## src/include/dcsl_pkg.sv

```systemverilog
/*
 * Constants for the debug control and status logic: control and status
 * bit positions, debug command codes, special control values.
 * Assumes a byte-wide command path from the serial link front end.
 */
//
// Contract
// [RULE_01] Control write 81H resets the device and leaves it halted in debug.
// [RULE_02] Control write 41H resets with breakpoints enabled, CPU then runs.
// [RULE_03] In debug mode, control write 40H clears debug, breakpoints enabled.
// [RULE_04] Debug bit 7 set stops instruction fetch; clearing it resumes.
// [RULE_05] Breakpoint opcode, enabled, loop clear: debug bit sets itself.
// [RULE_06] With read protect active, writing 0 to debug bit is ignored.
// [RULE_07] Breakpoint enable bit 6 clear (default): opcode 00H acts as no-op.
// [RULE_08] Acknowledge bit 5 set: send FFH to host on each breakpoint.
// [RULE_09] Loop bit 4 set: CPU repeats breakpoint opcode, no debug entry.
// [RULE_10] Counter-match bit 3 set: debug bit sets when PC equals counter.
// [RULE_11] Counter-match set: counter holds while CPU runs.
// [RULE_12] Zero-break bit 2 set: debug bit sets when counter reaches 0000H.
// [RULE_13] Zero-break set: counter kept, not reloaded, on leaving debug.
// [RULE_14] Host always writes 0 to reserved control bit 1.
// [RULE_15] Reset bit 0 runs power-on reset of device, debugger not reset.
// [RULE_16] Reset bit clears itself once the started reset completes.
// [RULE_17] Status bit 7: debug active or breakpoint since last control write.
// [RULE_18] Status bit 6 shows halt low-power mode.
// [RULE_19] Status bit 5 is 1 when read-protect option bit is 0.
// [RULE_20] Status bits 4..0 reserved, read as 00000.
// [RULE_21] Command 04H plus a byte writes control; 05H reads it back.
// [RULE_22] Command 02H returns one status byte.
// [RULE_23] Without counter match, counter counts down each system clock; code counts only while debug bit clear, holds at 0000H.
// [RULE_24] Control and status bits reset to 0 except halt and protect mirrors.
//
package dcsl_pkg;

    // ********************************************
    // Control and status fields
    // ********************************************
    localparam int CTL_DEBUG      = 7;
    localparam int CTL_BP_EN      = 6;
    localparam int CTL_ACK_EN     = 5;
    localparam int CTL_LOOP       = 4;
    localparam int CTL_PC_MATCH   = 3;
    localparam int CTL_ZERO_STOP  = 2;
    localparam int CTL_RSV        = 1;
    localparam int CTL_RST_REQ    = 0;
    localparam int STAT_IDLE      = 7;
    localparam int STAT_HALT      = 6;
    localparam int STAT_PROTECT   = 5;

    localparam logic [7:0]  CTL_RESET_VAL  = 8'h00;
    localparam logic [7:0]  CTL_WRITE_MASK = 8'hfd;
    localparam logic [7:0]  OPC_BREAKPOINT = 8'h00;
    localparam logic [7:0]  ACK_BYTE       = 8'hff;
    localparam logic [15:0] CNT_ZERO       = 16'h0000;
    localparam logic [15:0] CNT_ONE        = 16'h0001;

    // ********************************************
    // Command codes
    // ********************************************
    localparam logic [7:0] CMD_READ_STATUS = 8'h02;
    localparam logic [7:0] CMD_WRITE_CTL   = 8'h04;
    localparam logic [7:0] CMD_READ_CTL    = 8'h05;

    // Device reset pulse length in system clocks
    localparam logic [3:0] RST_PULSE_CYCLES = 4'h8;

endpackage

```

## src/rtl/dcsl_counter.sv

```systemverilog
/*
 * Debug counter: 16-bit down counter used for cycle counting,
 * zero-count break and program-counter match break.
 * Assumes load only arrives while in debug mode (filtered upstream).
 */
`timescale 1ns/10ps
module dcsl_counter (
    // Clock and reset
    input  wire logic        clk_in,
    input  wire logic        rst_n_in,
    // Control
    input  wire logic        load_in,
    input  wire logic [15:0] load_value_in,
    input  wire logic        running_in,
    input  wire logic        pc_match_mode_in,
    input  wire logic        zero_mode_in,
    input  wire logic [15:0] pc_in,
    // Results
    output logic      [15:0] count_out,
    output logic             match_hit_out,
    output logic             zero_hit_out
);

    logic [15:0] count_q;
    logic [15:0] count_d;

    always_comb begin
        count_d = count_q;
        if (load_in) begin
            count_d = load_value_in;
        end else if (running_in && !pc_match_mode_in &&
                     count_q != dcsl_pkg::CNT_ZERO) begin
            count_d = count_q - dcsl_pkg::CNT_ONE;  // [RULE_23] [RULE_11]
        end
    end

    always_ff @(posedge clk_in) begin
        if (!rst_n_in) begin
            count_q <= dcsl_pkg::CNT_ZERO;
        end else begin
            count_q <= count_d;  // [RULE_13]
        end
    end

    assign count_out     = count_q;
    assign match_hit_out = running_in && pc_match_mode_in &&
                           pc_in == count_q;  // [RULE_10]
    // Hit only on the decrement step, not while parked at zero
    assign zero_hit_out  = running_in && zero_mode_in && !pc_match_mode_in &&
                           count_q == dcsl_pkg::CNT_ONE;  // [RULE_12]

endmodule

```

## src/rtl/dcsl_reset_seq.sv

```systemverilog
/*
 * Device reset sequencer: issues a fixed-length reset pulse to the rest
 * of the device and reports completion. Debug logic is never reset by it.
 */
`timescale 1ns/10ps
module dcsl_reset_seq (
    // Clock and reset
    input  wire logic clk_in,
    input  wire logic rst_n_in,
    // Request and result
    input  wire logic start_in,
    output logic      dev_reset_out,
    output logic      done_out
);

    logic [3:0] cnt_q;
    logic [3:0] cnt_d;
    logic       busy_q;
    logic       busy_d;

    always_comb begin
        cnt_d  = cnt_q;
        busy_d = busy_q;
        if (start_in && !busy_q) begin
            busy_d = 1'b1;
            cnt_d  = dcsl_pkg::RST_PULSE_CYCLES;
        end else if (busy_q) begin
            cnt_d = cnt_q - 4'h1;
            if (cnt_q == 4'h1) begin
                busy_d = 1'b0;
            end
        end
    end

    always_ff @(posedge clk_in) begin
        if (!rst_n_in) begin
            cnt_q  <= 4'h0;
            busy_q <= 1'b0;
        end else begin
            cnt_q  <= cnt_d;
            busy_q <= busy_d;
        end
    end

    assign dev_reset_out = busy_q;  // [RULE_15]
    assign done_out      = busy_q && cnt_q == 4'h1;

endmodule

```

## src/rtl/dcsl_top.sv

```systemverilog
/*
 * Debug control and status logic. Decodes byte commands from the serial
 * front end, holds the control register, builds the status byte and
 * steers CPU fetch, breakpoint handling and device reset.
 * Assumes the front end delivers one command and its data byte as
 * single-cycle strobes, and takes reply bytes by a valid/ready pair.
 */
`timescale 1ns/10ps
module dcsl_top (
    // Clock and reset
    input  wire logic        clk_in,
    input  wire logic        rst_n_in,
    // Command bytes from link front end
    input  wire logic        cmd_valid_in,
    input  wire logic [7:0]  cmd_code_in,
    input  wire logic        data_valid_in,
    input  wire logic [7:0]  data_in,
    // Reply bytes to link front end
    output logic             reply_valid_out,
    output logic      [7:0]  reply_data_out,
    input  wire logic        reply_ready_in,
    // Counter load from link (already decoded)
    input  wire logic        counter_load_in,
    input  wire logic [15:0] counter_value_in,
    // CPU side
    input  wire logic        opcode_decode_in,
    input  wire logic [7:0]  opcode_in,
    input  wire logic [15:0] pc_in,
    input  wire logic        halt_mode_in,
    input  wire logic        read_protect_bit_in,
    output logic             fetch_stop_out,
    output logic             break_loop_out,
    output logic             break_as_nop_out,
    output logic             device_reset_out,
    output logic      [15:0] debug_counter_out
);

    // ********************************************
    // State
    // ********************************************
    typedef enum logic [1:0] {
        DCSL_IDLE,
        DCSL_WAIT_CTL
    } dcsl_cmd_e;

    dcsl_cmd_e  cmd_q;
    dcsl_cmd_e  cmd_d;
    logic [7:0] ctl_q;
    logic [7:0] ctl_d;
    logic       bp_seen_q;
    logic       bp_seen_d;
    logic       reply_valid_q;
    logic       reply_valid_d;
    logic [7:0] reply_q;
    logic [7:0] reply_d;
    logic       rst_start_q;
    logic       rst_start_d;

    logic        debug_mode;
    logic        protect_active;
    logic        bp_decoded;
    logic        bp_taken;
    logic        match_hit;
    logic        zero_hit;
    logic        rst_done;
    logic [7:0]  status_byte;
    logic [7:0]  wr_val;

    assign debug_mode     = ctl_q[dcsl_pkg::CTL_DEBUG];
    assign protect_active = !read_protect_bit_in;  // [RULE_19]
    assign bp_decoded     = opcode_decode_in && !debug_mode &&
                            opcode_in == dcsl_pkg::OPC_BREAKPOINT;
    assign bp_taken       = bp_decoded && ctl_q[dcsl_pkg::CTL_BP_EN];

    always_comb begin
        status_byte = 8'h00;  // [RULE_20]
        status_byte[dcsl_pkg::STAT_IDLE]    = debug_mode ||
                                              bp_seen_q;  // [RULE_17]
        status_byte[dcsl_pkg::STAT_HALT]    = halt_mode_in;  // [RULE_18]
        status_byte[dcsl_pkg::STAT_PROTECT] = protect_active;
    end

    // ********************************************
    // Command decode and control register
    // ********************************************
    always_comb begin
        cmd_d         = cmd_q;
        ctl_d         = ctl_q;
        bp_seen_d     = bp_seen_q;
        reply_valid_d = reply_valid_q;
        reply_d       = reply_q;
        rst_start_d   = 1'b0;
        wr_val        = data_in & dcsl_pkg::CTL_WRITE_MASK;  // [RULE_14]

        if (reply_valid_q && reply_ready_in) begin
            reply_valid_d = 1'b0;
        end

        case (cmd_q)
            DCSL_IDLE: begin
                if (cmd_valid_in) begin
                    if (cmd_code_in == dcsl_pkg::CMD_WRITE_CTL) begin
                        cmd_d = DCSL_WAIT_CTL;  // [RULE_21]
                    end else if (cmd_code_in == dcsl_pkg::CMD_READ_CTL) begin
                        reply_valid_d = 1'b1;
                        reply_d       = ctl_q;  // [RULE_21]
                    end else if (cmd_code_in ==
                                 dcsl_pkg::CMD_READ_STATUS) begin
                        reply_valid_d = 1'b1;
                        reply_d       = status_byte;  // [RULE_22]
                    end
                end
            end
            DCSL_WAIT_CTL: begin
                if (data_valid_in) begin
                    cmd_d      = DCSL_IDLE;
                    bp_seen_d  = 1'b0;
                    // Protect: debug bit may be set but never cleared
                    if (protect_active && debug_mode) begin
                        wr_val[dcsl_pkg::CTL_DEBUG] = 1'b1;  // [RULE_06]
                    end
                    // 81H / 41H / 40H fall out of plain bit semantics
                    ctl_d = wr_val;  // [RULE_01] [RULE_02] [RULE_03] [RULE_04]
                    if (wr_val[dcsl_pkg::CTL_RST_REQ]) begin
                        rst_start_d = 1'b1;  // [RULE_15]
                    end
                end
            end
            default: begin
                cmd_d = DCSL_IDLE;
            end
        endcase

        // Hardware sets win over a same-cycle write
        if (bp_taken && !ctl_q[dcsl_pkg::CTL_LOOP]) begin
            ctl_d[dcsl_pkg::CTL_DEBUG] = 1'b1;  // [RULE_05]
        end
        if (match_hit || zero_hit) begin
            ctl_d[dcsl_pkg::CTL_DEBUG] = 1'b1;  // [RULE_10] [RULE_12]
        end
        if (bp_taken) begin
            bp_seen_d = 1'b1;  // [RULE_17]
        end
        // A fresh request in the finishing cycle keeps its bit set
        if (rst_done && !rst_start_d) begin
            ctl_d[dcsl_pkg::CTL_RST_REQ] = 1'b0;  // [RULE_16]
        end
        // Acknowledge byte preempts any pending reply
        if (bp_taken && ctl_q[dcsl_pkg::CTL_ACK_EN]) begin
            reply_valid_d = 1'b1;
            reply_d       = dcsl_pkg::ACK_BYTE;  // [RULE_08]
        end
    end

    always_ff @(posedge clk_in) begin
        if (!rst_n_in) begin
            cmd_q         <= DCSL_IDLE;
            ctl_q         <= dcsl_pkg::CTL_RESET_VAL;  // [RULE_24]
            bp_seen_q     <= 1'b0;
            reply_valid_q <= 1'b0;
            reply_q       <= 8'h00;
            rst_start_q   <= 1'b0;
        end else begin
            cmd_q         <= cmd_d;
            ctl_q         <= ctl_d;
            bp_seen_q     <= bp_seen_d;
            reply_valid_q <= reply_valid_d;
            reply_q       <= reply_d;
            rst_start_q   <= rst_start_d;
        end
    end

    // ********************************************
    // Submodules
    // ********************************************
    dcsl_counter u_counter (
        .clk_in           (clk_in),
        .rst_n_in         (rst_n_in),
        .load_in          (counter_load_in && debug_mode),
        .load_value_in    (counter_value_in),
        .running_in       (!debug_mode),
        .pc_match_mode_in (ctl_q[dcsl_pkg::CTL_PC_MATCH]),
        .zero_mode_in     (ctl_q[dcsl_pkg::CTL_ZERO_STOP]),
        .pc_in            (pc_in),
        .count_out        (debug_counter_out),
        .match_hit_out    (match_hit),
        .zero_hit_out     (zero_hit)
    );

    dcsl_reset_seq u_reset (
        .clk_in        (clk_in),
        .rst_n_in      (rst_n_in),
        .start_in      (rst_start_q),
        .dev_reset_out (device_reset_out),
        .done_out      (rst_done)
    );

    // ********************************************
    // Outputs
    // ********************************************
    assign fetch_stop_out   = debug_mode;  // [RULE_04]
    assign break_loop_out   = ctl_q[dcsl_pkg::CTL_BP_EN] &&
                              ctl_q[dcsl_pkg::CTL_LOOP];  // [RULE_09]
    assign break_as_nop_out = !ctl_q[dcsl_pkg::CTL_BP_EN];  // [RULE_07]
    assign reply_valid_out  = reply_valid_q;
    assign reply_data_out   = reply_q;

endmodule

```

## config.mk

```make
export PLATFORM = sky130hd
export DESIGN_NAME = dcsl_top
export DESIGN_NICKNAME = d
export VERILOG_FILES = /design/src/include/dcsl_pkg.sv /design/src/rtl/dcsl_counter.sv /design/src/rtl/dcsl_reset_seq.sv /design/src/rtl/dcsl_top.sv
export SDC_FILE = /design/constraint.sdc
export NUM_CORES = 1
export LEC_CHECK = 0
export ABC_AREA = 1
export BUFFER_PORTS_ARGS = -buffer_cell sky130_fd_sc_hd__buf_2
export CORE_UTILIZATION = 50
export DETAILED_ROUTE_END_ITERATION = 8
export GPL_ROUTABILITY_DRIVEN = 0
export GPL_TIMING_DRIVEN = 1
export PLACE_DENSITY_LB_ADDON = 0.05
export SETUP_SLACK_MARGIN = 0.3
export SLEW_MARGIN = 20
export SYNTH_ARGS = -nofsm -noshare
export SYNTH_HDL_FRONTEND = slang
export SYNTH_HIERARCHICAL = 1
export SYNTH_SLANG_ARGS = --single-unit
```

## constraint.sdc

```tcl
create_clock -name clk_in -period 2 [get_ports clk_in]
set_input_delay 0.2 -clock clk_in [delete_from_list [all_inputs] [get_ports clk_in]]
set_output_delay 0.2 -clock clk_in [all_outputs]
set_load 0.01 [all_outputs]
```

# --- Word level (Yosys, flattened, before mapping) ---
# Index checks and enable logic that the tools add are counted.
totals:
  word_cells: 108
  output_inout_bits: 29
  input_bits: 65
  register_bits: 41
classes:
  mux: 35
  addsub: 2
  bitwise_logic: 1
  eq_ne: 11
  n_reduce_logical: 47
ops:
  columns: ["operator", "count"]
  rows:
  - ["$mux 8", 8]
  - ["$mux 16", 2]
  - ["$logic_and 1x1->1", 19]
  - ["$mux 1", 19]
  - ["$eq 16x1->1 const B", 1]
  - ["$eq 16x16->1", 1]
  - ["$eq 8x3->1 const B", 2]
  - ["$reduce_bool 16->1", 1]
  - ["$sub 16x1->16 const B", 1]
  - ["$reduce_bool 2->1", 6]
  - ["$reduce_bool 3->1", 3]
  - ["$eq 8x2->1 const B", 1]
  - ["$logic_not 8->1", 1]
  - ["$mux 4", 2]
  - ["$logic_not 1->1", 7]
  - ["$mux 2", 3]
  - ["$ne 2x2->1 const B", 3]
  - ["$reduce_and 2->1", 3]
  - ["$eq 4x1->1 const B", 1]
  - ["$pmux 2 s2", 1]
  - ["$reduce_and 4->1", 1]
  - ["$reduce_or 2->1", 2]
  - ["$sub 4x1->4 const B", 1]
  - ["$reduce_and 3->1", 1]
  - ["other kinds (5)", 6]

# --- Logic depth before layout (Yosys ltp) ---
# Gate-level depths: netlist (run 1).
logic_depth:
  word_depth: 8
  ltp_mapped: 11
  mapped_depth_nobuf: 11

# --- By module ---
# The synthesis (run 1) kept the hierarchy.
modules_own_cells:
  columns: ["module", "area_each_um2", "cells_each", "n_inst", "seq_area_each_um2"]
  rows:
  - ["dcsl_counter", 1368.8, 230, 1, 320.3]
  - ["dcsl_top", 1036.0, 157, 1, 380.4]
  - ["dcsl_reset_seq", 259.0, 36, 1, 100.1]

# --- Least setup slack after synthesis (run 1) ---
# OpenSTA, ideal clock, no wires.
synth_path:
  path_type: "register to register"
  startpoint: "register u_counter.count_q[0] (netlist: u_counter/count_out[0])"
  endpoint: "register u_counter.count_q[3] (netlist: u_counter/count_out[3])"
  path_slack_ns: 0.397
  stages_incl_launch_ff: 11
  required_time_ns: 1.881
  arrival_ns: 1.484
  period_less_slack_ns: 1.603
  n_path_buf: 1
  setup_time_ns: 0.119
  cell_sequence: "dfxtp_1 inv_1 ha_1 nand2_2 nor2_4 nand2_4 nand2_4 nand2_4 buf_6 o21ai_1 a21oi_1"
synth_between:
  elab_chain_cells: 3
  word_cells_on_any_way: 6
  cone_classes: "add/sub: 1; mux: 2; reduce/logical: 3"
synth_rtl:
  columns: ["item", "line", "text"]
  rows:
  - ["start, declared", "dcsl_counter.sv:24", "logic [15:0] count_q;"]
  - ["start signal, assigned", "dcsl_counter.sv:39", "count_q <= dcsl_pkg::CNT_ZERO;"]
  - ["start signal, assigned", "dcsl_counter.sv:41", "count_q <= count_d;"]
  - ["$sub 16x1->16 / $reduce_bool 16->1 (equally long branches)", "dcsl_counter.sv:33, dcsl_counter.sv:32", null]
  - ["$mux 16 / $logic_and 1x1->1 (equally long branches)", "dcsl_counter.sv:31", "end else if (running_in && !pc_match_mode_in &&"]
  - ["$mux 16 / $reduce_bool 2->1 (equally long branches)", null, null]
# Parallel ways exist; a longest one is shown, timed or not. The select of a mux whose other input is x is not followed.
# A chain may end at the register's enable or synchronous reset.

# --- Worst setup path in the final report (run 1) ---
layout_path:
  startpoint: "register u_counter.count_q[0] (netlist: u_counter/count_out[0])"
  endpoint: "register u_counter.count_q[8] (netlist: u_counter/count_out[8])"
# Same word-level chain as after synthesis.

==> impl_metrics.tcl, run 1 <==
set metrics [dict create \
    n_fill_cell 526 \
    min_period_over_period 0.7963 \
    ant_nets 0 \
    post_drt_wl_per_cell_um 11.72 \
    firstDrtPassIters 4 \
    hold_depth 3 \
    coreArea_um2 5107 \
    grtUsageMet2 0.4755 \
    slew_headroom 0.7593 \
    fin_skew_ps 9.982 \
    r2r.worst_path.cells 10 \
    worstPathRequired_ps 2180 \
    max_freq_mhz 627.9 \
    crit_top_cell "nand2_4" \
    synth-seq-cells 40 \
    detail_route.vias_per_cell 4.954 \
    cp.arrival_ps 1770 \
    clock_path_buffers 2 \
    finalHoldViolations 0 \
    drt-initial-drc-count 123 \
    overflow 0 \
    peakVddDrop_uv 507.9 \
    final_max_slew_viol_count 0 \
    hold_buffers 0 \
    async_flop_share 0 \
    setup_viol 0 \
    rsz0062_at_grt "yes" \
    gr-usage-all-layers 0.2556 \
    synth_area_um2 2664 \
    synth_cell_type_count 40 \
    area_growth_pct 25.51 \
    syn_inst 423 \
    grt_use_met3 0.02945 \
    critical_path.slowest_cell "dfxtp_1" \
    leakage_uw 0.001731 \
    numCtsBuffers 5 \
    grt_pass1_wl_um 11050 \
    path_max_fanout 11 \
    timing.rr.start "u_counter/count_out[0]" \
    pin_count 94 \
    fin_setup_tns_ps 0 \
    startpoint_type "register" \
    synth-main-ff-cell "dfxtp_1" \
    clock_latency_ps 300 \
    cts_tree "built" \
    grt_max_degree 18 \
    die-height_um 74.99 \
    finalInstanceArea_um2 3343 \
    placed_area_um2 3208 \
    maxCapViolCount 0 \
    tightest_slew_ps 359.8 \
    drive_gt1_frac 0.2830 \
    hold_class "input port to register" \
    syn_nets 492 \
    cts_sinks 40 \
    grt_pass1_vias 2604 \
    max_stage_delay_ps 420 \
    critical_path_class "register to register" \
    min_from "data_in[0]" \
    nNetsFinal 591 \
    yosysTopAreaCellShare 0.3006 \
    finalWirelength_um 6951 \
    dr_total_vias 2938 \
    status "finished clean" \
    synth_edf_count 0 \
    use_met1 0.3038 \
    n_antenna_cell 0 \
    avgSynthCellArea_um2 6.297 \
    startpoint "u_counter/count_out[0]" \
    ys.warnings.count 6 \
    p_per_area_nw_per_um2 1096 \
    die-area_um2 5624 \
    hpwl_um 5551 \
    ys_seq_area_frac 0.3006 \
    drcViolationCount 0 \
    worstSetupEndpointType "register" \
    antenna_found_initial 0 \
    rows 26 \
    min_period_ps 1593 \
    worstPathCellList "inv_2, ha_4, nand2_2, nor2_4, nand2_4, nand2_4, nand2_4, clkinv_1, nand2_1, a21oi_1" \
    path_clk_slew_ps 90 \
    htreeDepth 2 \
    top_usage_layer "met2" \
    die-width_um 74.99 \
    ctsRootBufferMaster "clkbuf_8" \
    start_util 0.5216 \
    synth_area_leader_cell "dfxtp_1" \
    synth_area_leaders "dfxtp_1 (30%), nand2_1 (15%), nor2_1 (9.0%)" \
    io_buffer_count 92 \
]
## state kept, by name, indices dropped and copies added, names as in the netlist
name,count
reply_data_out,8
cmd_q,1
rst_start_q,1
u_reset/dev_reset_out,1
bp_seen_q,1
ctl_q,7
reply_valid_out,1
u_counter/count_out,16
u_reset/cnt_q,4
## through the flow
step | power [uW] | setup slack, ps | cells | hold slack (ps) | utilization
finish | 3665 | 407.5 | 593 | 148.0 | 0.6546
global route | 3993 | 288.3 | 593 | 165.5 | 0.6546
detailed placement | 3035 | 232.8 | 583 | 453.4 | 0.6281
floorplan | 2527 | 397.2 | 423 | 320.7 | -
global placement | 3002 | 287.8 | 583 | 449.4 | 0.6281
CTS | 3601 | 324.0 | 591 | 142.9 | 0.6467
## routing by layer
layer  wire (um)  part of all wire
met5           0                 0
met4         121             0.017
met3         354             0.051
met2        3427              0.49
met1        3048              0.44
## cell families (layout without fill, tap and decap cells)
family | count (synthesis) | count (layout) | share of synthesized area
xor gates and xnor gates | 13 | 13 | 0.04274
AOI/OAI and AO/OA | 54 | 54 | 0.1170
buffers and inverters | 68 | 168 | 0.1000
and+or+nand+nor | 244 | 244 | 0.4209
adders and majority gates | 4 | 4 | 0.01879
DFF | 40 | 40 | 0.3006
## critical path, delay by kind of cell (launching register included)
kind                     cells  cell delay (ps)
buffers and inverters        2              230
adder cells (fa/ha/maj)      1              190
AND/OR/NAND/NOR              6              570
flip-flops                   1              420
AO/OA/AOI/OAI                1               60
## power breakdown
part | total, uW | internal [uW] | switching (uW)
clock | 553 | 247 | 306
combinational | 1930 | 749 | 1180
sequential | 1180 | 941 | 239
## synthesized netlist by cell type, types with 3 or more instances
cell / number
a221oi_1: 3
xor2_1: 11
a21oi_1: 18
ha_1: 4
dfxtp_1: 40
or2_2: 3
inv_1: 54
nor2_2: 8
inv_2: 5
nand2_2: 6
nor2_1: 64
nor2_4: 4
nand3_1: 35
clkinv_1: 3
nor3_1: 6
nand2_4: 5
nand2_1: 104
o21ai_0: 21
## repair_timing
action,CTS,global route
endpoints found under the setup margin,11,15
pin swaps,0,1
cloned,0,0
gates resized for setup,2,6
endpoints found under the hold margin,0,0
setup buffers,0,2
## worst paths after layout
| path | endpoint | slack [ps] |
|---|---|---|
| worst max-delay path | u_counter/count_out[8] | 410 |
| worst min-delay path | rst_start_q | 150 |
| worst max register to register | u_counter/count_out[8] | 410 |
| worst min register to register | reply_data_out[1] | 480 |
## cells in the final DEF (no fill, tap or decap), types with 2 or more instances in the layout
| master | n |
|---|---|
| o21ai_0 | 21 |
| or2_2 | 3 |
| nand2_2 | 6 |
| o21a_1 | 2 |
| ha_1 | 3 |
| nor3_1 | 6 |
| inv_2 | 5 |
| dfxtp_1 | 39 |
| nand3_1 | 35 |
| a221oi_1 | 3 |
| nor2_1 | 63 |
| nor2_2 | 8 |
| clkinv_1 | 2 |
| buf_4 | 6 |
| xnor2_1 | 2 |
| a21oi_1 | 18 |
| nor4_1 | 2 |
| clkbuf_8 | 5 |
| nand2_4 | 5 |
| nand2_1 | 104 |
| nand3_2 | 2 |
| nor2_4 | 5 |
| o21ai_1 | 2 |
| xor2_1 | 11 |
| clkinvlp_4 | 3 |
| inv_1 | 53 |
| buf_2 | 92 |
## area by class of cell
type / instances / area [um2] / share of cell area
multi-input cells: 315 / 1617 / 0.4835
flip-flops and latches: 40 / 802.0 / 0.2399
repair buffers: 98 / 505.5 / 0.1512
inverters: 62 / 239.0 / 0.07148
well taps: 70 / 87.58 / 0.02620
clock buffers: 5 / 68.82 / 0.02058
clock inverters: 3 / 23.77 / 0.007111
(Power assumes the default switching activity.)
==> run 2: changes to the inputs <==
==> constraint.sdc (replaced) <==
create_clock -name clk_in -period 1.5 [get_ports clk_in]
set_input_delay 0.15 -clock clk_in [delete_from_list [all_inputs] [get_ports clk_in]]
set_output_delay 0.15 -clock clk_in [all_outputs]
set_load 0.01 [all_outputs]
==> impl_metrics.tcl, run 2 (same netlist as run 1, synthesis figures left out) <==
set metrics [dict create \
    die-height_um 74.99 \
    worstPathCellList "nor2_1, nand2_2, nor2_2, nand2_4, nand2_8, nand2_8, clkinv_4, nand2_1, a21oi_1" \
    critPathTopFamily "simple AND/OR/NAND/NOR gates" \
    hold_class "input port to register" \
    min_period_over_period 0.9549 \
    startpoint "u_counter/count_out[12]" \
    r2r_setup_slack_ps 70 \
    ant_nets 0 \
    largest_reg_flops 16 \
    layout.cells.non_filler 621 \
    area_growth_pct 45.94 \
    worstPathRequired_ps 1730 \
    critPathBufInv 1 \
    post_drt_wl_per_cell_um 13.33 \
    final_cell_mix "nand2_1 (96), buf_2 (92), nor2_1 (50)" \
    nNetsFinal 619 \
    drive_gt1_frac 0.4374 \
    die-width_um 74.99 \
    reg2reg_to "u_counter/count_out[9]" \
    start_util 0.5216 \
    overflow 0 \
    r2r.worst_path.cells 9 \
    die-area_um2 5624 \
    grt_pass1_vias 2748 \
    setup_viol 0 \
    fin_skew_ps 10.24 \
    finalWirelength_um 8278 \
    clock_path_buffers 2 \
    worstSetupEndpoint "u_counter/count_out[9]" \
    clock_latency_ps 300 \
    cp_num_cells 9 \
    pin_count 94 \
    rsz0062_at_grt "yes" \
    cts_tree "built" \
    placedCellCount 591 \
    max_freq_mhz 698.2 \
    firstDrtPassIters 5 \
    numCtsBuffers 5 \
    status "finished clean" \
    grt_pass1_wl_um 11890 \
    n_antenna_cell 0 \
    placed_area_um2 3327 \
    dr_total_vias 3202 \
    power.total_uw 6197 \
    cp.arrival_ps 1660 \
    fin_setup_tns_ps 0 \
    antenna_found_initial 0 \
    gr-usage-all-layers 0.2805 \
    worstSetupEndpointType "register" \
    p_per_area_nw_per_um2 1594 \
    cts_sinks 40 \
    drt-initial-drc-count 169 \
    peakVddDrop_uv 828.7 \
    startpoint_type "register" \
    finalInstanceArea_um2 3887 \
    final_max_slew_viol_count 0 \
    path_max_fanout 8 \
    htreeDepth 2 \
    n_fill_cell 409 \
    critical_path.slowest_cell "dfxtp_4" \
    drcViolationCount 0 \
    timing.rr.start "u_counter/count_out[12]" \
    tightest_slew_ps 356.3 \
    detail_route.vias_per_cell 5.156 \
    leakage_uw 0.001967 \
    critical_path_class "register to register" \
    crit_top_cell "nand2_8" \
    hold_buffers 0 \
    ctsRootBufferMaster "clkbuf_8" \
    slew_headroom 0.7622 \
    io_buffer_count 92 \
    path_clk_slew_ps 90 \
    max_stage_delay_ps 390 \
    grt_max_degree 15 \
    finalHoldViolations 0 \
    coreArea_um2 5107 \
    rows 26 \
    maxCapViolCount 0 \
    hpwl_um 5667 \
    min_period_ps 1432 \
    layout_commonest_cell "nand2_1" \
]
==> run 2: power breakdown <==
group | leakage (uW) | switching [uW] | internal [uW]
clock network | 0.0000530 | 428 | 435
registers | 0.000336 | 362 | 1340
logic | 0.00158 | 2080 | 1540
total | 0.00197 | 2880 | 3320
==> run 2: layout make-up <==
class	instances	area, um2	share of cell area
flip-flops and latches	40	858.3	0.2208
clock inverters	2	16.27	0.004184
well taps	70	87.58	0.02253
multi-input cells	317	1871	0.4812
clock buffers	6	93.84	0.02414
repair buffers	124	708.2	0.1822
inverters	62	252.7	0.06501
==> run 2: worst min-delay path by stage <==
stage                     from          endpoint  slack (ps)  cells after the start
floorplan             rst_n_in  u_reset/cnt_q[3]         270                      2
finish              data_in[4]          ctl_q[4]          90                      3
global placement    data_in[0]       rst_start_q         400                      3
detailed placement  data_in[0]       rst_start_q         410                      3
CTS                 data_in[4]          ctl_q[4]          90                      3
global route        data_in[2]          ctl_q[2]         120                      3
==> run 2: per-stage QoR <==
| stage | hold WS (ps) | setup slack, ps | utilization |
|---|---|---|---|
| 2_1_floorplan | 270.7 | 133.6 | - |
| 3_3_place_gp | 404.6 | 66.94 | 0.6514 |
| 5_1_grt | 118.6 | -4.027 | 0.7611 |
| 6_report | 94.85 | 67.69 | 0.7611 |
| 3_5_place_dp | 406.6 | -1.078 | 0.6514 |
| 4_1_cts | 88.42 | 119.8 | 0.7050 |
==> run 2: per-layer routing <==
metal,track usage,share of wire,wire (um)
met1,0.3183,0.41,3401
met2,0.5015,0.49,4091
met3,0.05756,0.067,557
met4,0.1342,0.028,228
met5,0,0,0
==> run 2: repair_timing <==
item | CTS | global route
buffers inserted | 11 | 9
pin swaps | 14 | 34
cloned | 1 | 1
resized for setup | 22 | 61
setup endpoints to repair | 22 | 27
endpoints found under the hold margin | 0 | 0
==> run 2: worst min-delay path, delay by kind of cell <==
kind,cells,cell delay [ps]
and+or+nand+nor,1,70
AOI/OAI and AO/OA,1,70
buffers and inverters,1,70
==> run 3: changes to the inputs <==
--- a/config.mk
+++ b/config.mk
@@ -12,6 +12,7 @@
 export GPL_ROUTABILITY_DRIVEN = 0
 export GPL_TIMING_DRIVEN = 1
 export PLACE_DENSITY_LB_ADDON = 0.05
+export RECOVER_POWER = 50
 export SETUP_SLACK_MARGIN = 0.3
 export SLEW_MARGIN = 20
 export SYNTH_ARGS = -nofsm -noshare
==> impl_metrics.tcl, run 3 (same netlist as run 1, synthesis figures left out) <==
set metrics [dict create \
    cts_sinks 40 \
    detail_route.vias_per_cell 5.132 \
    clock_latency_ps 300 \
    tightest_slew_ps 329.5 \
    min_period_over_period 0.9500 \
    cts_tree "built" \
    critPathBufInv 2 \
    n_antenna_cell 0 \
    hold_class "input port to register" \
    register_area_um2 853.3 \
    drive_gt1_frac 0.4120 \
    maxCapViolCount 0 \
    layout.cells.non_filler 621 \
    dr_total_vias 3187 \
    drt-initial-drc-count 172 \
    die-height_um 74.99 \
    start_util 0.5216 \
    nNetsFinal 619 \
    worstSetupEndpointType "register" \
    critical_path_class "register to register" \
    ant_nets 0 \
    fin_hold_ws_ps 100.0 \
    firstDrtPassIters 5 \
    die-width_um 74.99 \
    startpoint_type "register" \
    antenna_found_initial 0 \
    post_drt_wl_per_cell_um 13.30 \
    coreArea_um2 5107 \
    grt_max_degree 15 \
    critPathTopFamily "simple AND/OR/NAND/NOR gates" \
    grt_pass1_vias 2748 \
    cp.arrival_ps 1650 \
    largest_reg_flops 16 \
    path_clk_slew_ps 90 \
    rows 26 \
    max_freq_mhz 701.8 \
    setup_viol 0 \
    peakVddDrop_uv 824.4 \
    leakage_uw 0.001916 \
    io_buffer_count 92 \
    dp_worst_setup_slack_ps -1.078 \
    fin_setup_tns_ps 0 \
    min_period_ps 1425 \
    final_core_util 0.7567 \
    r2r_setup_slack_ps 80 \
    clock_path_buffers 2 \
    n_fill_cell 414 \
    path_max_fanout 8 \
    ctsRootBufferMaster "clkbuf_8" \
    finalWirelength_um 8259 \
    drcViolationCount 0 \
    htreeDepth 2 \
    area_growth_pct 45.09 \
    layout_commonest_cell "nand2_1" \
    die-area_um2 5624 \
    fin_skew_ps 11.43 \
    placedCellCount 591 \
    gr-usage-all-layers 0.2805 \
    max_stage_delay_ps 380 \
    worstPathRequired_ps 1730 \
    setup_slack_ps 75.02 \
    grt_pass1_wl_um 11890 \
    overflow 0 \
    multiInputGateArea_um2 1866 \
    rsz0062_at_grt "yes" \
    pin_count 94 \
    slew_headroom 0.7801 \
    critical_path.slowest_cell "dfxtp_4" \
    final_max_slew_viol_count 0 \
    finalHoldViolations 0 \
    final_cell_mix "nand2_1 (96), buf_2 (82), nor2_1 (50)" \
    numCtsBuffers 5 \
    status "finished clean" \
    worstPathCellList "inv_4, ha_4, nand2_4, nor2_4, nand2_4, nand2_8, nand2_8, clkinv_4, nand2_1, a21oi_1" \
    p_per_area_nw_per_um2 1602 \
    hpwl_um 5667 \
]
run 3: layout make-up:
type,count,share of cell area
clock buffers,6,0.02428
clock inverters,2,0.004208
inverters,62,0.06539
multi-input cells,317,0.4827
flip-flops and latches,40,0.2208
well taps,70,0.02266
repair buffers,124,0.1800
run 3: final timing paths:
| kind | from | endpoint | cells after the start |
|---|---|---|---|
| worst max register to register | u_counter/count_out[1] | u_counter/count_out[9] | 10 |
| worst min-delay path | data_in[4] | ctl_q[4] | 3 |
| worst min register to register | reply_data_out[0] | reply_data_out[0] | 2 |
| worst max-delay path | u_counter/count_out[1] | u_counter/count_out[9] | 10 |
run 3: tightest hold or removal path, cell delays in order:
cell and delay [ps]:
buf_2 70, o21ai_0 70, nor2_1 80
run 3: metal layers:
metal | up-vias | part of all wire | track usage
met5 | - | 0 | 0
met4 | 0 | 0.024 | 0.1342
met3 | 18 | 0.059 | 0.05756
met2 | 133 | 0.50 | 0.5015
met1 | 1437 | 0.42 | 0.3183
li1 | 1599 | - | -
run 3: per-stage QoR:
step | instance area (um2) | total power [uW]
final | 3865 | 6194
after global routing | 3865 | 6615
after CTS | 3601 | 5613
after detailed placement | 3327 | 4311
after global placement | 3327 | 4271
after floorplan | 2731 | 3538
run 3: where the power goes:
part	internal, uW	switching (uW)	leakage (uW)	total, uW
clock network	435	426	0.0000530	861
logic	1540	2090	0.00153	3620
registers	1350	363	0.000335	1710
total	3320	2870	0.00192	6190
run 3: what timing repair did:
action,CTS,global route
hold buffers,0,0
gates cloned,1,1
setup buffers,11,9
pin swaps,14,34
endpoints found under the setup margin,22,27
resized for setup,22,61
